**config.mk**
```make
export PLATFORM = sky130hd
export DESIGN_NAME = gated_sixteen_bit_timer
export DESIGN_NICKNAME = d
export VERILOG_FILES = /design/src/rtl/timer_pkg.sv /design/src/rtl/gated_sixteen_bit_timer.sv
export SDC_FILE = /design/constraint.sdc
export NUM_CORES = 1
export LEC_CHECK = 0
export BUFFER_PORTS_ARGS = -buffer_cell sky130_fd_sc_hd__buf_4
export CAP_MARGIN = 20
export CORE_ASPECT_RATIO = 1.4
export CORE_MARGIN = 3
export CORE_UTILIZATION = 55
export CTS_BUF_LIST = sky130_fd_sc_hd__clkbuf_8
export DETAILED_ROUTE_END_ITERATION = 16
export PLACE_DENSITY = 0.94
export SYNTH_ARGS = -nofsm -noshare
export SYNTH_HDL_FRONTEND = slang
export SYNTH_SLANG_ARGS = --single-unit
```
**constraint.sdc**
```tcl
create_clock -name clk -period 4.3 [get_ports clk]
set_clock_uncertainty 0.05 [all_clocks]
set_input_delay 1.075 -clock clk [delete_from_list [all_inputs] [get_ports clk]]
set_output_delay 1.075 -clock clk [all_outputs]
set_load 0.02 [all_outputs]
```
**src/rtl/timer_pkg.sv**
```systemverilog
// Package of the gated sixteen-bit timer: register map, field layouts, codes.
// Assumes a 32-bit APB master decoding the low eight address bits into this block.
package timer_pkg;
   // Register byte offsets
   localparam logic [7:0] ADDR_CONTROL = 8'h00;
   localparam logic [7:0] ADDR_COUNT_LOW = 8'h04;
   localparam logic [7:0] ADDR_COUNT_HIGH = 8'h08;
   localparam logic [7:0] ADDR_GATE_CONTROL = 8'h0C;
   localparam logic [7:0] ADDR_INT_STATUS = 8'h10;
   localparam logic [7:0] ADDR_INT_CLEAR = 8'h14;
   localparam logic [7:0] ADDR_INT_ENABLE = 8'h18;
   // Writable bit masks and reset values
   localparam logic [7:0] CONTROL_WMASK = 8'hF5;
   localparam logic [7:0] GATE_WMASK = 8'hC3;
   localparam logic [7:0] CONTROL_RESET = 8'h00;
   localparam logic [7:0] GATE_RESET = 8'h00;
   localparam logic [15:0] COUNT_RESET = 16'h0000;
   localparam logic [15:0] COUNT_MAX = 16'hFFFF;
   localparam int STATUS_OVERFLOW = 0;
   // Clock source codes
   localparam logic [1:0] CS_INSTR = 2'h0;
   localparam logic [1:0] CS_SYS = 2'h1;
   localparam logic [1:0] CS_EXT = 2'h2;
   // Gate source codes
   localparam logic [1:0] GSS_PIN = 2'h0;
   localparam logic [1:0] GSS_AUX_A = 2'h1;
   localparam logic [1:0] GSS_AUX_B = 2'h2;
   localparam logic [1:0] GSS_WDT = 2'h3;
   // Instruction clock is the system clock divided by four
   localparam int INSTR_DIV = 4;

   typedef struct packed {
      logic [1:0] clock_source_select;
      logic [1:0] prescale_select;
      logic unused3;
      logic ext_clock_sync_bypass;
      logic unused1;
      logic counter_on;
   } ctrl_s;

   typedef struct packed {
      logic gate_enable;
      logic gate_polarity;
      logic [3:0] unused;
      logic [1:0] gate_source_select;
   } gate_s;
endpackage : timer_pkg

```
**src/rtl/gated_sixteen_bit_timer.sv**
```systemverilog
// Gated sixteen-bit timer with prescaler, gate, APB registers and overflow interrupt.
// Assumes one 100 MHz clock; pins arrive asynchronous, aux events come on clk.
//
// The implementer's own choices: the register offsets and register access over APB.
module gated_sixteen_bit_timer #(
   parameter int INSTR_DIV = timer_pkg::INSTR_DIV
) (
   // Clock and reset
   input wire logic clk,
   input wire logic rst_n,
   // APB slave
   input wire logic psel,
   input wire logic penable,
   input wire logic pwrite,
   input wire logic [7:0] paddr,
   input wire logic [31:0] pwdata,
   output logic [31:0] prdata,
   output logic pready,
   output logic pslverr,
   // Pins, asynchronous
   input wire logic ext_clock_pin,
   input wire logic gate_pin,
   // Companion events on clk
   input wire logic aux_a_overflow,
   input wire logic aux_b_match,
   input wire logic wdt_timeout,
   input wire logic sleep,
   // Interrupt and wake
   output logic irq,
   output logic wake
);
   // Divider is two bits wide, so only the fixed divide by four fits
   if (INSTR_DIV != 4) begin : bad_div_check
      $error("instruction divider must be four");
   end

   timer_pkg::ctrl_s ctrl, next_ctrl;
   timer_pkg::gate_s gate_cfg, next_gate_cfg;
   logic [15:0] count, next_count;
   logic [2:0] pre_cnt, next_pre_cnt, pre_limit;
   logic [1:0] div_cnt, next_div_cnt;
   logic gate_ff, next_gate_ff, gate_raw, gate_ok;
   logic status, next_status, int_enable, next_int_enable;
   logic next_irq, next_wake;
   logic [31:0] next_prdata, rd_mux;
   logic next_pready, next_pslverr, mapped;
   logic access, done, wr, wr_low, wr_high, wr_count;
   logic ext_s1, ext_s2, ext_s3, ext_s4, gate_s1, gate_s2;
   logic instr_tick, src_tick, active_tick, count_en, pre_tick, ovf, ext_async;

   // Pin synchronisers; the extra stages only feed edge detectors
   always_ff @(posedge clk or negedge rst_n) begin
      if (!rst_n) begin
         ext_s1 <= 1'b0;
         ext_s2 <= 1'b0;
         ext_s3 <= 1'b0;
         ext_s4 <= 1'b0;
         gate_s1 <= 1'b0;
         gate_s2 <= 1'b0;
      end else begin
         ext_s1 <= ext_clock_pin;
         ext_s2 <= ext_s1;
         ext_s3 <= ext_s2;
         ext_s4 <= ext_s3;
         gate_s1 <= gate_pin;
         gate_s2 <= gate_s1;
      end
   end

   // APB decode
   always_comb begin
      access = psel & penable;
      done = access & pready;
      wr = done & pwrite;
      wr_low = wr & (paddr == timer_pkg::ADDR_COUNT_LOW);
      wr_high = wr & (paddr == timer_pkg::ADDR_COUNT_HIGH);
      wr_count = wr_low | wr_high;
      mapped = 1'b1;
      rd_mux = 32'h0000_0000;
      case (paddr)
         timer_pkg::ADDR_CONTROL: rd_mux = 32'(ctrl & timer_pkg::CONTROL_WMASK);
         timer_pkg::ADDR_COUNT_LOW: rd_mux = 32'(count[7:0]);
         timer_pkg::ADDR_COUNT_HIGH: rd_mux = 32'(count[15:8]);
         timer_pkg::ADDR_GATE_CONTROL: rd_mux = 32'(gate_cfg & timer_pkg::GATE_WMASK);
         timer_pkg::ADDR_INT_STATUS: rd_mux = 32'(status);
         timer_pkg::ADDR_INT_CLEAR: rd_mux = 32'h0000_0000;
         timer_pkg::ADDR_INT_ENABLE: rd_mux = 32'(int_enable);
         default: mapped = 1'b0;
      endcase
      // One wait state so every bus output leaves a flop
      next_pready = access & ~pready;
      next_pslverr = access & ~pready & ~mapped;
      next_prdata = (access & ~pready) ? rd_mux : 32'h0000_0000;
   end

   always_ff @(posedge clk or negedge rst_n) begin
      if (!rst_n) begin
         pready <= 1'b0;
         pslverr <= 1'b0;
         prdata <= 32'h0000_0000;
      end else begin
         pready <= next_pready;
         pslverr <= next_pslverr;
         prdata <= next_prdata;
      end
   end

   // Timer datapath
   always_comb begin
      next_div_cnt = div_cnt + 2'h1;
      instr_tick = (div_cnt == 2'(INSTR_DIV - 1));
      // Bypass edge is one stage earlier, so switching skips or doubles
      ext_async = ext_s2 & ~ext_s3;
      // Clock source selection, reserved code never counts
      case (ctrl.clock_source_select)
         timer_pkg::CS_INSTR: src_tick = instr_tick;
         timer_pkg::CS_SYS: src_tick = 1'b1;
         // Bypass only matters for the external source
         timer_pkg::CS_EXT: src_tick = ctrl.ext_clock_sync_bypass ? ext_async : (ext_s3 & ~ext_s4);
         default: src_tick = 1'b0;
      endcase
      // Only the unsynchronized external path runs during sleep
      active_tick = src_tick & (~sleep | ((ctrl.clock_source_select == timer_pkg::CS_EXT)
         & ctrl.ext_clock_sync_bypass));
      // Pin and aux A gate sources
      // Aux B and watchdog gate sources
      case (gate_cfg.gate_source_select)
         timer_pkg::GSS_PIN: gate_raw = gate_s2;
         timer_pkg::GSS_AUX_A: gate_raw = aux_a_overflow;
         timer_pkg::GSS_AUX_B: gate_raw = aux_b_match;
         timer_pkg::GSS_WDT: gate_raw = wdt_timeout;
         default: gate_raw = 1'b0;
      endcase
      next_gate_ff = ctrl.counter_on & (gate_raw == gate_cfg.gate_polarity);
      gate_ok = ~gate_cfg.gate_enable | gate_ff;
      count_en = ctrl.counter_on & gate_ok & active_tick;
      case (ctrl.prescale_select)
         2'h0: pre_limit = 3'h0;
         2'h1: pre_limit = 3'h1;
         2'h2: pre_limit = 3'h3;
         default: pre_limit = 3'h7;
      endcase
      pre_tick = count_en & (pre_cnt == pre_limit);
      // Count write clears the hidden prescaler
      if (wr_count) begin
         next_pre_cnt = 3'h0;
      end else if (count_en) begin
         next_pre_cnt = pre_tick ? 3'h0 : pre_cnt + 3'h1;
      end else begin
         next_pre_cnt = pre_cnt;
      end
      // Wrap from all ones to zero
      ovf = pre_tick & ~wr_count & (count == timer_pkg::COUNT_MAX);
      if (wr_low) begin
         next_count = {count[15:8], pwdata[7:0]};
      end else if (wr_high) begin
         next_count = {pwdata[7:0], count[7:0]};
      end else if (pre_tick) begin
         next_count = count + 16'h0001;
      end else begin
         next_count = count;
      end
      next_ctrl = ctrl;
      next_gate_cfg = gate_cfg;
      next_int_enable = int_enable;
      if (wr & (paddr == timer_pkg::ADDR_CONTROL)) begin
         next_ctrl = timer_pkg::ctrl_s'(pwdata[7:0] & timer_pkg::CONTROL_WMASK);
      end
      if (wr & (paddr == timer_pkg::ADDR_GATE_CONTROL)) begin
         next_gate_cfg = timer_pkg::gate_s'(pwdata[7:0] & timer_pkg::GATE_WMASK);
      end
      if (wr & (paddr == timer_pkg::ADDR_INT_ENABLE)) begin
         next_int_enable = pwdata[timer_pkg::STATUS_OVERFLOW];
      end
      // Set beats clear in the same cycle
      next_status = status;
      if (wr & (paddr == timer_pkg::ADDR_INT_CLEAR) & pwdata[timer_pkg::STATUS_OVERFLOW]) begin
         next_status = 1'b0;
      end
      if (ovf) begin
         next_status = 1'b1;
      end
      next_irq = next_status & next_int_enable;
      // Overflow during sleep wakes the core when int_enable is set
      next_wake = ovf & sleep & int_enable;
   end

   always_ff @(posedge clk or negedge rst_n) begin
      if (!rst_n) begin
         div_cnt <= 2'h0;
         ctrl <= timer_pkg::ctrl_s'(timer_pkg::CONTROL_RESET);
         gate_cfg <= timer_pkg::gate_s'(timer_pkg::GATE_RESET);
         count <= timer_pkg::COUNT_RESET;
         pre_cnt <= 3'h0;
         gate_ff <= 1'b0;
         status <= 1'b0;
         int_enable <= 1'b0;
         irq <= 1'b0;
         wake <= 1'b0;
      end else begin
         div_cnt <= next_div_cnt;
         ctrl <= next_ctrl;
         gate_cfg <= next_gate_cfg;
         count <= next_count;
         pre_cnt <= next_pre_cnt;
         gate_ff <= next_gate_ff;
         status <= next_status;
         int_enable <= next_int_enable;
         irq <= next_irq;
         wake <= next_wake;
      end
   end
endmodule : gated_sixteen_bit_timer

```
# --- Yosys cells after proc, flatten, opt, wreduce, memory -nomap -nowiden ---
# Cells that the tools add are included.
word_totals:
  regBits: 76
  latch_bits: 0
  mem_bits_rw: 0
  romBits: 0
  in_bits: 51
  output_inout_bits: 36
  word_cells: 108
  mem_count: 0
classes:
  add_sub_neg: 3
  n_mul: 0
  n_div: 0
  magnitude_cmp: 0
  eq_ne: 18
  n_shift: 0
  mux: 16
  bitwise: 36
  n_reduce_logical: 10
op_table:
  columns: ["operator", "count"]
  rows:
  - ["$pmux 8 s6", 1]
  - ["$mux 16", 2]
  - ["$mux 32", 1]
  - ["$and 1x1->1", 25]
  - ["$eq 8x5->1 const B", 3]
  - ["$add 16x1->16 const B", 1]
  - ["$eq 16x16->1 const B", 1]
  - ["$eq 8x4->1 const B", 2]
  - ["$eq 2x2->1 const B", 5]
  - ["$mux 3", 3]
  - ["$pmux 3 s3", 1]
  - ["$eq 8x3->1 const B", 1]
  - ["$logic_not 8->1", 1]
  - ["$mux 8", 1]
  - ["$not 1->1", 8]
  - ["$reduce_or 7->1", 1]
  - ["$eq 2x1->1 const B", 3]
  - ["$logic_not 2->1", 3]
  - ["$reduce_bool 2->1", 3]
  - ["$mux 1", 5]
  - ["$pmux 1 s4", 1]
  - ["$reduce_and 2->1", 2]
  - ["$add 3x1->3 const B", 1]
  - ["$eq 3x3->1", 1]
  - ["other kinds (5)", 7]

# --- Depth between registers and ports, before layout ---
# Gate-level depths: netlist of the first run.
depth:
  depth_word: 11
  mapped_depth: 7
  depth_no_buf: 6

# --- Worst setup path after synthesis of the first run ---
# Ideal clock, no wire load.
synth_path:
  path_type: "in2reg"
  start: "input paddr[5]"
  end: "register gate_cfg[0] (netlist bit)"
  setup_time_ps: 125
  t_arrival_ps: 2547
  required_time_ps: 4125
  path_slack_ps: 1579
  stages: 5
  n_path_buf: 0
  path_cell_list: "or4_4 nor3_2 and3_1 and2_0 mux2_2"
synth_via:
  elab_chain_len: 2
synth_rtl:
  columns: ["element", "line_no", "text"]
  rows:
  - ["start: declaration", "gated_sixteen_bit_timer.sv:15", "input wire logic [7:0] paddr,"]
  - ["$eq 8x4->1", "gated_sixteen_bit_timer.sv:169", "if (wr & (paddr == timer_pkg::ADDR_GATE_CONTROL)) begin"]
  - ["$and 1x1->1", "gated_sixteen_bit_timer.sv:169", null]
  - ["end signal: assignment", "gated_sixteen_bit_timer.sv:192", "gate_cfg <= timer_pkg::gate_s'(timer_pkg::GATE_RESET);"]
  - ["end signal: assignment", "gated_sixteen_bit_timer.sv:203", "gate_cfg <= next_gate_cfg;"]
  - ["end: declaration", "gated_sixteen_bit_timer.sv:38", "timer_pkg::gate_s gate_cfg, next_gate_cfg;"]
# Every way passes these cells.
# A chain may end at the register's enable or synchronous reset.

# --- Worst setup path after layout of the first run ---
layout_path:
  start: "input paddr[4]"
  end: "register ctrl[6] (netlist bit)"
layout_via:
  elab_chain_len: 2
layout_rtl:
  columns: ["element", "line_no", "text"]
  rows:
  - ["$logic_not 8->1", "gated_sixteen_bit_timer.sv:166", "if (wr & (paddr == timer_pkg::ADDR_CONTROL)) begin"]
  - ["$and 1x1->1", "gated_sixteen_bit_timer.sv:166", null]
  - ["end signal: assignment", "gated_sixteen_bit_timer.sv:191", "ctrl <= timer_pkg::ctrl_s'(timer_pkg::CONTROL_RESET);"]
  - ["end signal: assignment", "gated_sixteen_bit_timer.sv:202", "ctrl <= next_ctrl;"]
  - ["end: declaration", "gated_sixteen_bit_timer.sv:37", "timer_pkg::ctrl_s ctrl, next_ctrl;"]
# Every way passes these cells.

==> out/results.tsv, run 1 <==
metric	value	unit
YS warnings	0	
wire per inst	19.1	um
CP bufs+invs	1	
worst slew pin tran	0.762	ns
met3 usage	0.0510	
combinational power share	0.084	
Post-Syn Area	2960	um^2
Root Buffer	clkbuf_8	
critical path, cell by cell	buf_4 -> or4_4 -> nor3_2 -> nor3b_4 -> nand2_2 -> mux2_2	
cts bufs inserted	5	
fraction of the mapped netlist area in simple logic gates	0.230	
# IOs	87	
Starting Density	0.570	
Site Rows	31	
number of global-route vias before repair	2598	
WL final	7.58	mm
max_slew headroom	0.492	
async set-or-reset flop fraction in the synthesized netlist	1.00	
Die Wd	68.0	um
Tightest Hold Check Type	flop to flop	
Compound-Gate Fraction of Synth Area	0.182	
P&R area growth vs syn	11.4	%
reg2reg setup slack	1.69	ns
clk buf depth	2	
HPWL after DPL	5.34	mm
share of layout cells above drive strength 1	0.230	
Reg clk slew, reported paths	0.09	ns
# port buffers	38	
crit path time final	2.88	ns
routing usage on met1	0.296	
unrepaired setup endpoints after global routing	no	
# fillers	416	
Remaining DRCs	0	
Top FF cell, synth	dfrtp_1	
type of the worst setup path	input port to flop	
static leakage	1.47	nW
global-route wire length before repair	12.3	mm
PostCTS Resize Cnt	0	
initial antenna violation count	0	
Synth Area per Inst	10.1	um^2
IR drop worst, VDD	0.184	mV
Reg power frac	0.576	
distinct cell type count after synthesis	67	
Clock power frac	0.340	
power consumption	0.863	mW
GRT Util Overall	0.258	
GP Congestion	0.927	
placed instance area	3210	um^2
Sink Count	52	
largest net degree at the start of global routing	53	
Util after Layout	0.635	
Net Sw Frac	0.265	
DRT antenna net count	0	
CTS tree	built	
Slew Limit Fails	0	
Pwr per Cell Area	262	nW/um^2
Pint	0.635	mW
vias per cell	6.71	
outcome	finished clean	
DR iter-0 viols	325	
Via Count	2664	
H-tree depth	2	
critical path arrival	3.03	ns
fmax	348	MHz
cts-stage hold buffer count	0	
Tcrit/Tclk final	0.669	
GR peak layer	met2	
Synth area leaders	dfrtp_1 44%, buf_4 6.1%, mux2_2 4.2%, nand2_1 3.3%, nor2_1 2.7%	
Die Y	92.8	um
worst skew pair latency	0.32	ns
mux share of post-synthesis cell area	0.0528	
Required @ worst endpoint	4.45	ns
total grt overflow	0	
routing usage on met2	0.413	
CP Launch Type	input port	
adder-cell share of the synthesized area	0.0127	
Antenna Cells	0	
Setup violations, final	0	
crit-path leading delay family	simple AND/OR/NAND/NOR gates	
post-CTS setup buffers	0	
Slowest cell on crit path	or4_4	
post-route cell area	3300	um^2
worst stage delay on the critical path	0.53	ns
worst hold slack	0.311	ns
xor/xnor share of the synthesized area	0.00296	
crit-path max FO	7	
total negative slack	0	ns
Net Sw Power	0.229	mW
Post-layout nets	384	
register area share after synthesis	0.439	
max cap viols	0	
main combinational cell family by area after synthesis	simple AND/OR/NAND/NOR gates	
leading area contributor after synthesis	dfrtp_1	
Core ar.	5200	um^2
Synth Register Bits	52	
share of the synthesized area in the top cell type	0.439	
Crit. End Element	flop	
number of hold violations in the final report	0	
TritonRoute pass-1 iters	6	
die area	6320	um^2
cell count after synthesis	293	
number of flops mapped to enable cells by yosys	0	
==> metrics by stage <==
step	std cells	worst slack [ns]
finish	397	1.42
global route	397	1.36
CTS	397	1.51
detailed placement	389	1.16
global placement	389	1.23
floorplan	316	1.58
==> final cells by class <==
cell class | count | area [um^2] | area share
multi-input combinational | 227 | 1510 | 0.459
sequential | 52 | 1300 | 0.394
timing repair buffer | 39 | 293 | 0.0887
tap | 66 | 82.6 | 0.0250
clock buffer | 5 | 68.8 | 0.0208
clock inverter | 3 | 22.5 | 0.00682
inverter | 5 | 18.8 | 0.00569
==> worst paths after layout <==
kind                            startpoint         to  cells past startpoint
worst max-delay path              paddr[4]    ctrl[6]                      6
worst min-delay path                ext_s1     ext_s2                      0
worst max register to register    count[0]  count[12]                      6
worst min register to register      ext_s1     ext_s2                      0
max in group asynchronous            rst_n     ext_s2                      1
min in group asynchronous            rst_n  prdata[0]                      1
==> synthesized netlist by cell type (3+ instances only) <==
cell / instances
a21o_1: 4
a21oi_1: 8
a221o_1: 4
a222oi_1: 6
a311oi_1: 3
a31oi_1: 9
a41oi_1: 3
and3_1: 4
buf_2: 4
buf_4: 24
clkbuf_1: 3
dfrtp_1: 52
ha_1: 3
inv_1: 5
mux2_2: 11
nand2_1: 26
nand2b_1: 3
nand3_1: 14
nand4_1: 4
nor2_1: 21
nor3_1: 5
o21ai_0: 6
o311ai_0: 3
o31ai_1: 3
o41ai_1: 4
or3_1: 4
or4_1: 6
==> cells by family (layout without fill, tap and decap cells) <==
| kind of cell | Yosys count | count (layout) |
|---|---|---|
| other | 1 | 24 |
| AO/OA/AOI/OAI | 70 | 70 |
| adder cells (fa/ha/maj) | 3 | 3 |
| XOR/XNOR | 1 | 1 |
| AND/OR/NAND/NOR | 116 | 116 |
| flip-flops | 52 | 52 |
| buffers and inverters | 37 | 52 |
| multiplexers | 13 | 13 |
==> power by group through the flow <==
| stage | Sequential (mW) | Combinational (mW) | Clock (mW) |
|---|---|---|---|
| 2_1_floorplan | 0.507 | 0.0475 | 0 |
| 3_3_place_gp | 0.506 | 0.0704 | 0 |
| 3_5_place_dp | 0.507 | 0.0725 | 0 |
| 4_1_cts | 0.497 | 0.0727 | 0.295 |
| 5_1_grt | 0.498 | 0.0794 | 0.314 |
| 6_report | 0.497 | 0.0728 | 0.293 |
==> cells in the final DEF, fill, tap and decap left out, types with 5 or more instances in the layout <==
cell | synthesis | routed
or4_1 | 6 | 6
buf_4 | 24 | 39
dfrtp_1 | 52 | 52
mux2_2 | 11 | 11
inv_1 | 5 | 5
nand2_1 | 26 | 26
conb_1 | 1 | 24
a31oi_1 | 9 | 9
a21oi_1 | 8 | 8
a222oi_1 | 6 | 6
clkbuf_8 | 0 | 5
nor3_1 | 5 | 5
o21ai_0 | 6 | 6
nor2_1 | 21 | 21
nand3_1 | 14 | 14
==> registers in the layout, summed over array words and instances, names as in the netlist, 2 cells and up <==
name / count
count: 16
prdata: 8
ctrl: 6
gate_cfg: 4
pre_cnt: 3
div_cnt: 2
==> layer usage <==
layer,vias up,wire length (um)
met2,200,3780
met5,-,0
met1,1268,2600
met4,0,459
met3,44,738
li1,1152,-
Note: power is estimated with default switching activity, not from simulation.
==> run 2, diff against run 1 <==
Settings changed: ABC_AREA from default to 1, PLACE_DENSITY 0.94 to 0.93.
Clock period 4.3 ns to 2.8 ns, I/O delays scaled along.
==> run 2 against run 1 <==
Compared with the run above:
- setup slack worse by 0.60 ns
- sequential power up 53%
- worst hold slack about the same
- sequential cell count unchanged
- via count up 10%
- final cell count up 39%
- critical endpoint is now pre_cnt[0]
- largest cell class unchanged
- highest routed layer unchanged
- synthesized cell count up 50%
- die area up 7.7%
==> out/results.tsv, run 2 <==
metric	value	unit
outcome	finished clean	
Starting Density	0.577	
top flop regs	count x16, prdata x8, ctrl x6	
hold wc startpoint	gate_s1	
IR drop worst, VDD	0.238	mV
Post-layout nets	535	
crit path time final	1.98	ns
R2R Path End	irq	
power consumption	1.33	mW
largest reg by FF count	count	
Site Rows	32	
# port buffers	38	
wire per inst	14.9	um
Die Y	96.4	um
GP Congestion	0.934	
Tcrit/Tclk final	0.706	
CTS tree	built	
Via Count	2935	
number of flops mapped to enable cells by yosys	0	
Synth Register Bits	52	
unrepaired setup endpoints after global routing	no	
crit-path max FO	26	
Synth area leaders	dfrtp_1 41%, nand2_1 18%, nand3_1 7.2%, buf_4 5.8%, inv_1 5.3%	
Required @ worst endpoint	2.93	ns
PostCTS Resize Cnt	0	
share of the synthesized area in the top cell type	0.405	
DP Worst Slack	0.496	ns
initial antenna violation count	0	
Crit. End Element	flop	
worst stage delay on the critical path	0.32	ns
Slowest cell on crit path	nand3_4	
Slew Limit Fails	0	
largest net degree at the start of global routing	53	
Tightest Hold Check Type	flop to flop	
Sink Count	52	
max FFs per register	16	
Top FF cell, synth	dfrtp_1	
leading area contributor after synthesis	dfrtp_1	
Post-Syn Area	3210	um^2
Net Sw Power	0.362	mW
# IOs	87	
commonest non-fill, non-tap cells in the layout	156 x nand2_1, 52 x dfrtp_1, 46 x nand3_1	
Reg2Reg Depth	9	
Reg power frac	0.571	
total negative slack	0	ns
H-tree depth	2	
cts-stage hold buffer count	0	
Synth Area per Inst	7.30	um^2
max cap viols	0	
Util after Layout	0.638	
register area share after synthesis	0.405	
reg2reg setup slack	0.90	ns
worst slew pin tran	0.677	ns
number of global-route vias before repair	2880	
DR iter-0 viols	197	
top-count cell post-synth	nand2_1	
Net Sw Frac	0.271	
Die Wd	70.6	um
Post-synth top cells	156 x nand2_1, 52 x dfrtp_1, 46 x nand3_1	
static leakage	1.91	nW
Setup violations, final	0	
combinational power share	0.083	
post-CTS setup buffers	0	
Core ar.	5570	um^2
hold path depth	0	
clk buf depth	2	
Crit path top cell by count	inv_1	
critical path, cell by cell	buf_4 -> nor2_2 -> nand3_2 -> inv_1 -> nand3_4 -> nand2_4 -> inv_1 -> nand3_1 -> o21ai_0	
cts bufs inserted	5	
crit-path leading delay family	simple AND/OR/NAND/NOR gates	
Reg clk slew, reported paths	0.11	ns
type of the worst setup path	input port to flop	
global-route wire length before repair	13.5	mm
total grt overflow	0	
Remaining DRCs	0	
async set-or-reset flop fraction in the synthesized netlist	1.00	
share of layout cells above drive strength 1	0.147	
critical path arrival	2.11	ns
leading cell type in the layout, fill and taps excluded	nand2_1	
Hold Crit Endpoint	gate_s2	
Pwr per Cell Area	376	nW/um^2
CP bufs+invs	3	
HPWL after DPL	6.32	mm
die area	6800	um^2
Final WS setup	0.824	ns
DRT antenna net count	0	
cell count after synthesis	440	
Clock power frac	0.347	
CP Launch Type	input port	
TritonRoute pass-1 iters	4	
YS warnings	0	
number of hold violations in the final report	0	
P&R area growth vs syn	10.6	%
fmax	506	MHz
FF-to-FF Start	count[1]	
vias per cell	5.34	
GRT Util Overall	0.251	
distinct cell type count after synthesis	31	
Pint	0.973	mW
Root Buffer	clkbuf_8	
max_slew headroom	0.549	
Antenna Cells	0	
WL final	8.18	mm
worst skew pair latency	0.32	ns
[run 2: cell types whose count changed after synthesis, sizes merged, moves of 5 or more]
cell / change
a222oi: -6
a31oi: -9
inv: +44
mux2: -9
nand2: +136
nand3: +35
nor2: +16
o211ai: +5
o21ai: +11
or4: -8
[run 2: worst max-delay path by stage]
stage              from         end  slack, ns  cells after the start
6_report       paddr[5]  pre_cnt[0]       0.82                      9
5_1_grt        paddr[5]  pre_cnt[0]       0.68                      8
4_1_cts        paddr[5]  pre_cnt[0]       0.82                      9
3_5_place_dp   paddr[5]  pre_cnt[0]       0.50                      9
3_3_place_gp   paddr[5]  pre_cnt[2]       0.60                      9
2_1_floorplan  paddr[5]    count[4]       1.01                      9
[run 2: layer usage]
metal  wire (um)  up-vias  GRT usage
li1            -     1427          -
met1        3130     1381      0.296
met2        4350      106      0.468
met3         438       21     0.0280
met4         266        0      0.100
met5           0        -          0
[run 2: area by class of cell]
cell class	count	area (um^2)
fillers	498	2010
repair buffers	38	285
clock buffers	5	68.8
well taps	68	85.1
multi-input cells	334	1600
clock inverters	3	25.0
flip-flops and latches	52	1300
inverters	50	189
[run 2: kinds of logic after synthesis]
kind of cell             count (synthesis)  share of synthesized area
other                                    1                    0.00117
AO/OA/AOI/OAI                           36                     0.0639
AND/OR/NAND/NOR                        262                      0.368
adder cells (fa/ha/maj)                  3                     0.0117
flip-flops                              52                      0.405
XOR/XNOR                                 7                     0.0191
multiplexers                             2                    0.00701
buffers and inverters                   77                      0.124
[run 2: stage by stage]
step / std cells / instance area (um^2) / hold WS (ns)
after floorplan: 463 / 3300 / 0.281
after global placement: 542 / 3460 / 0.284
after detailed placement: 542 / 3460 / 0.286
after CTS: 550 / 3550 / 0.311
after global routing: 550 / 3550 / 0.317
final: 550 / 3550 / 0.311
[run 2: worst reg2reg max path: cells and delay by family, from the launching register on]
family | cells | cell delay (ns)
AND/OR/NAND/NOR | 7 | 0.82
adder cells (fa/ha/maj) | 1 | 0.23
flip-flops | 1 | 0.49
AO/OA/AOI/OAI | 1 | 0.20
[run 2: power groups by stage]
stage / logic [mW] / registers (mW) / clock network (mW)
floorplan: 0.0746 / 0.777 / 0
global placement: 0.107 / 0.775 / 0
detailed placement: 0.110 / 0.776 / 0
CTS: 0.110 / 0.762 / 0.467
global route: 0.121 / 0.763 / 0.492
finish: 0.110 / 0.762 / 0.463
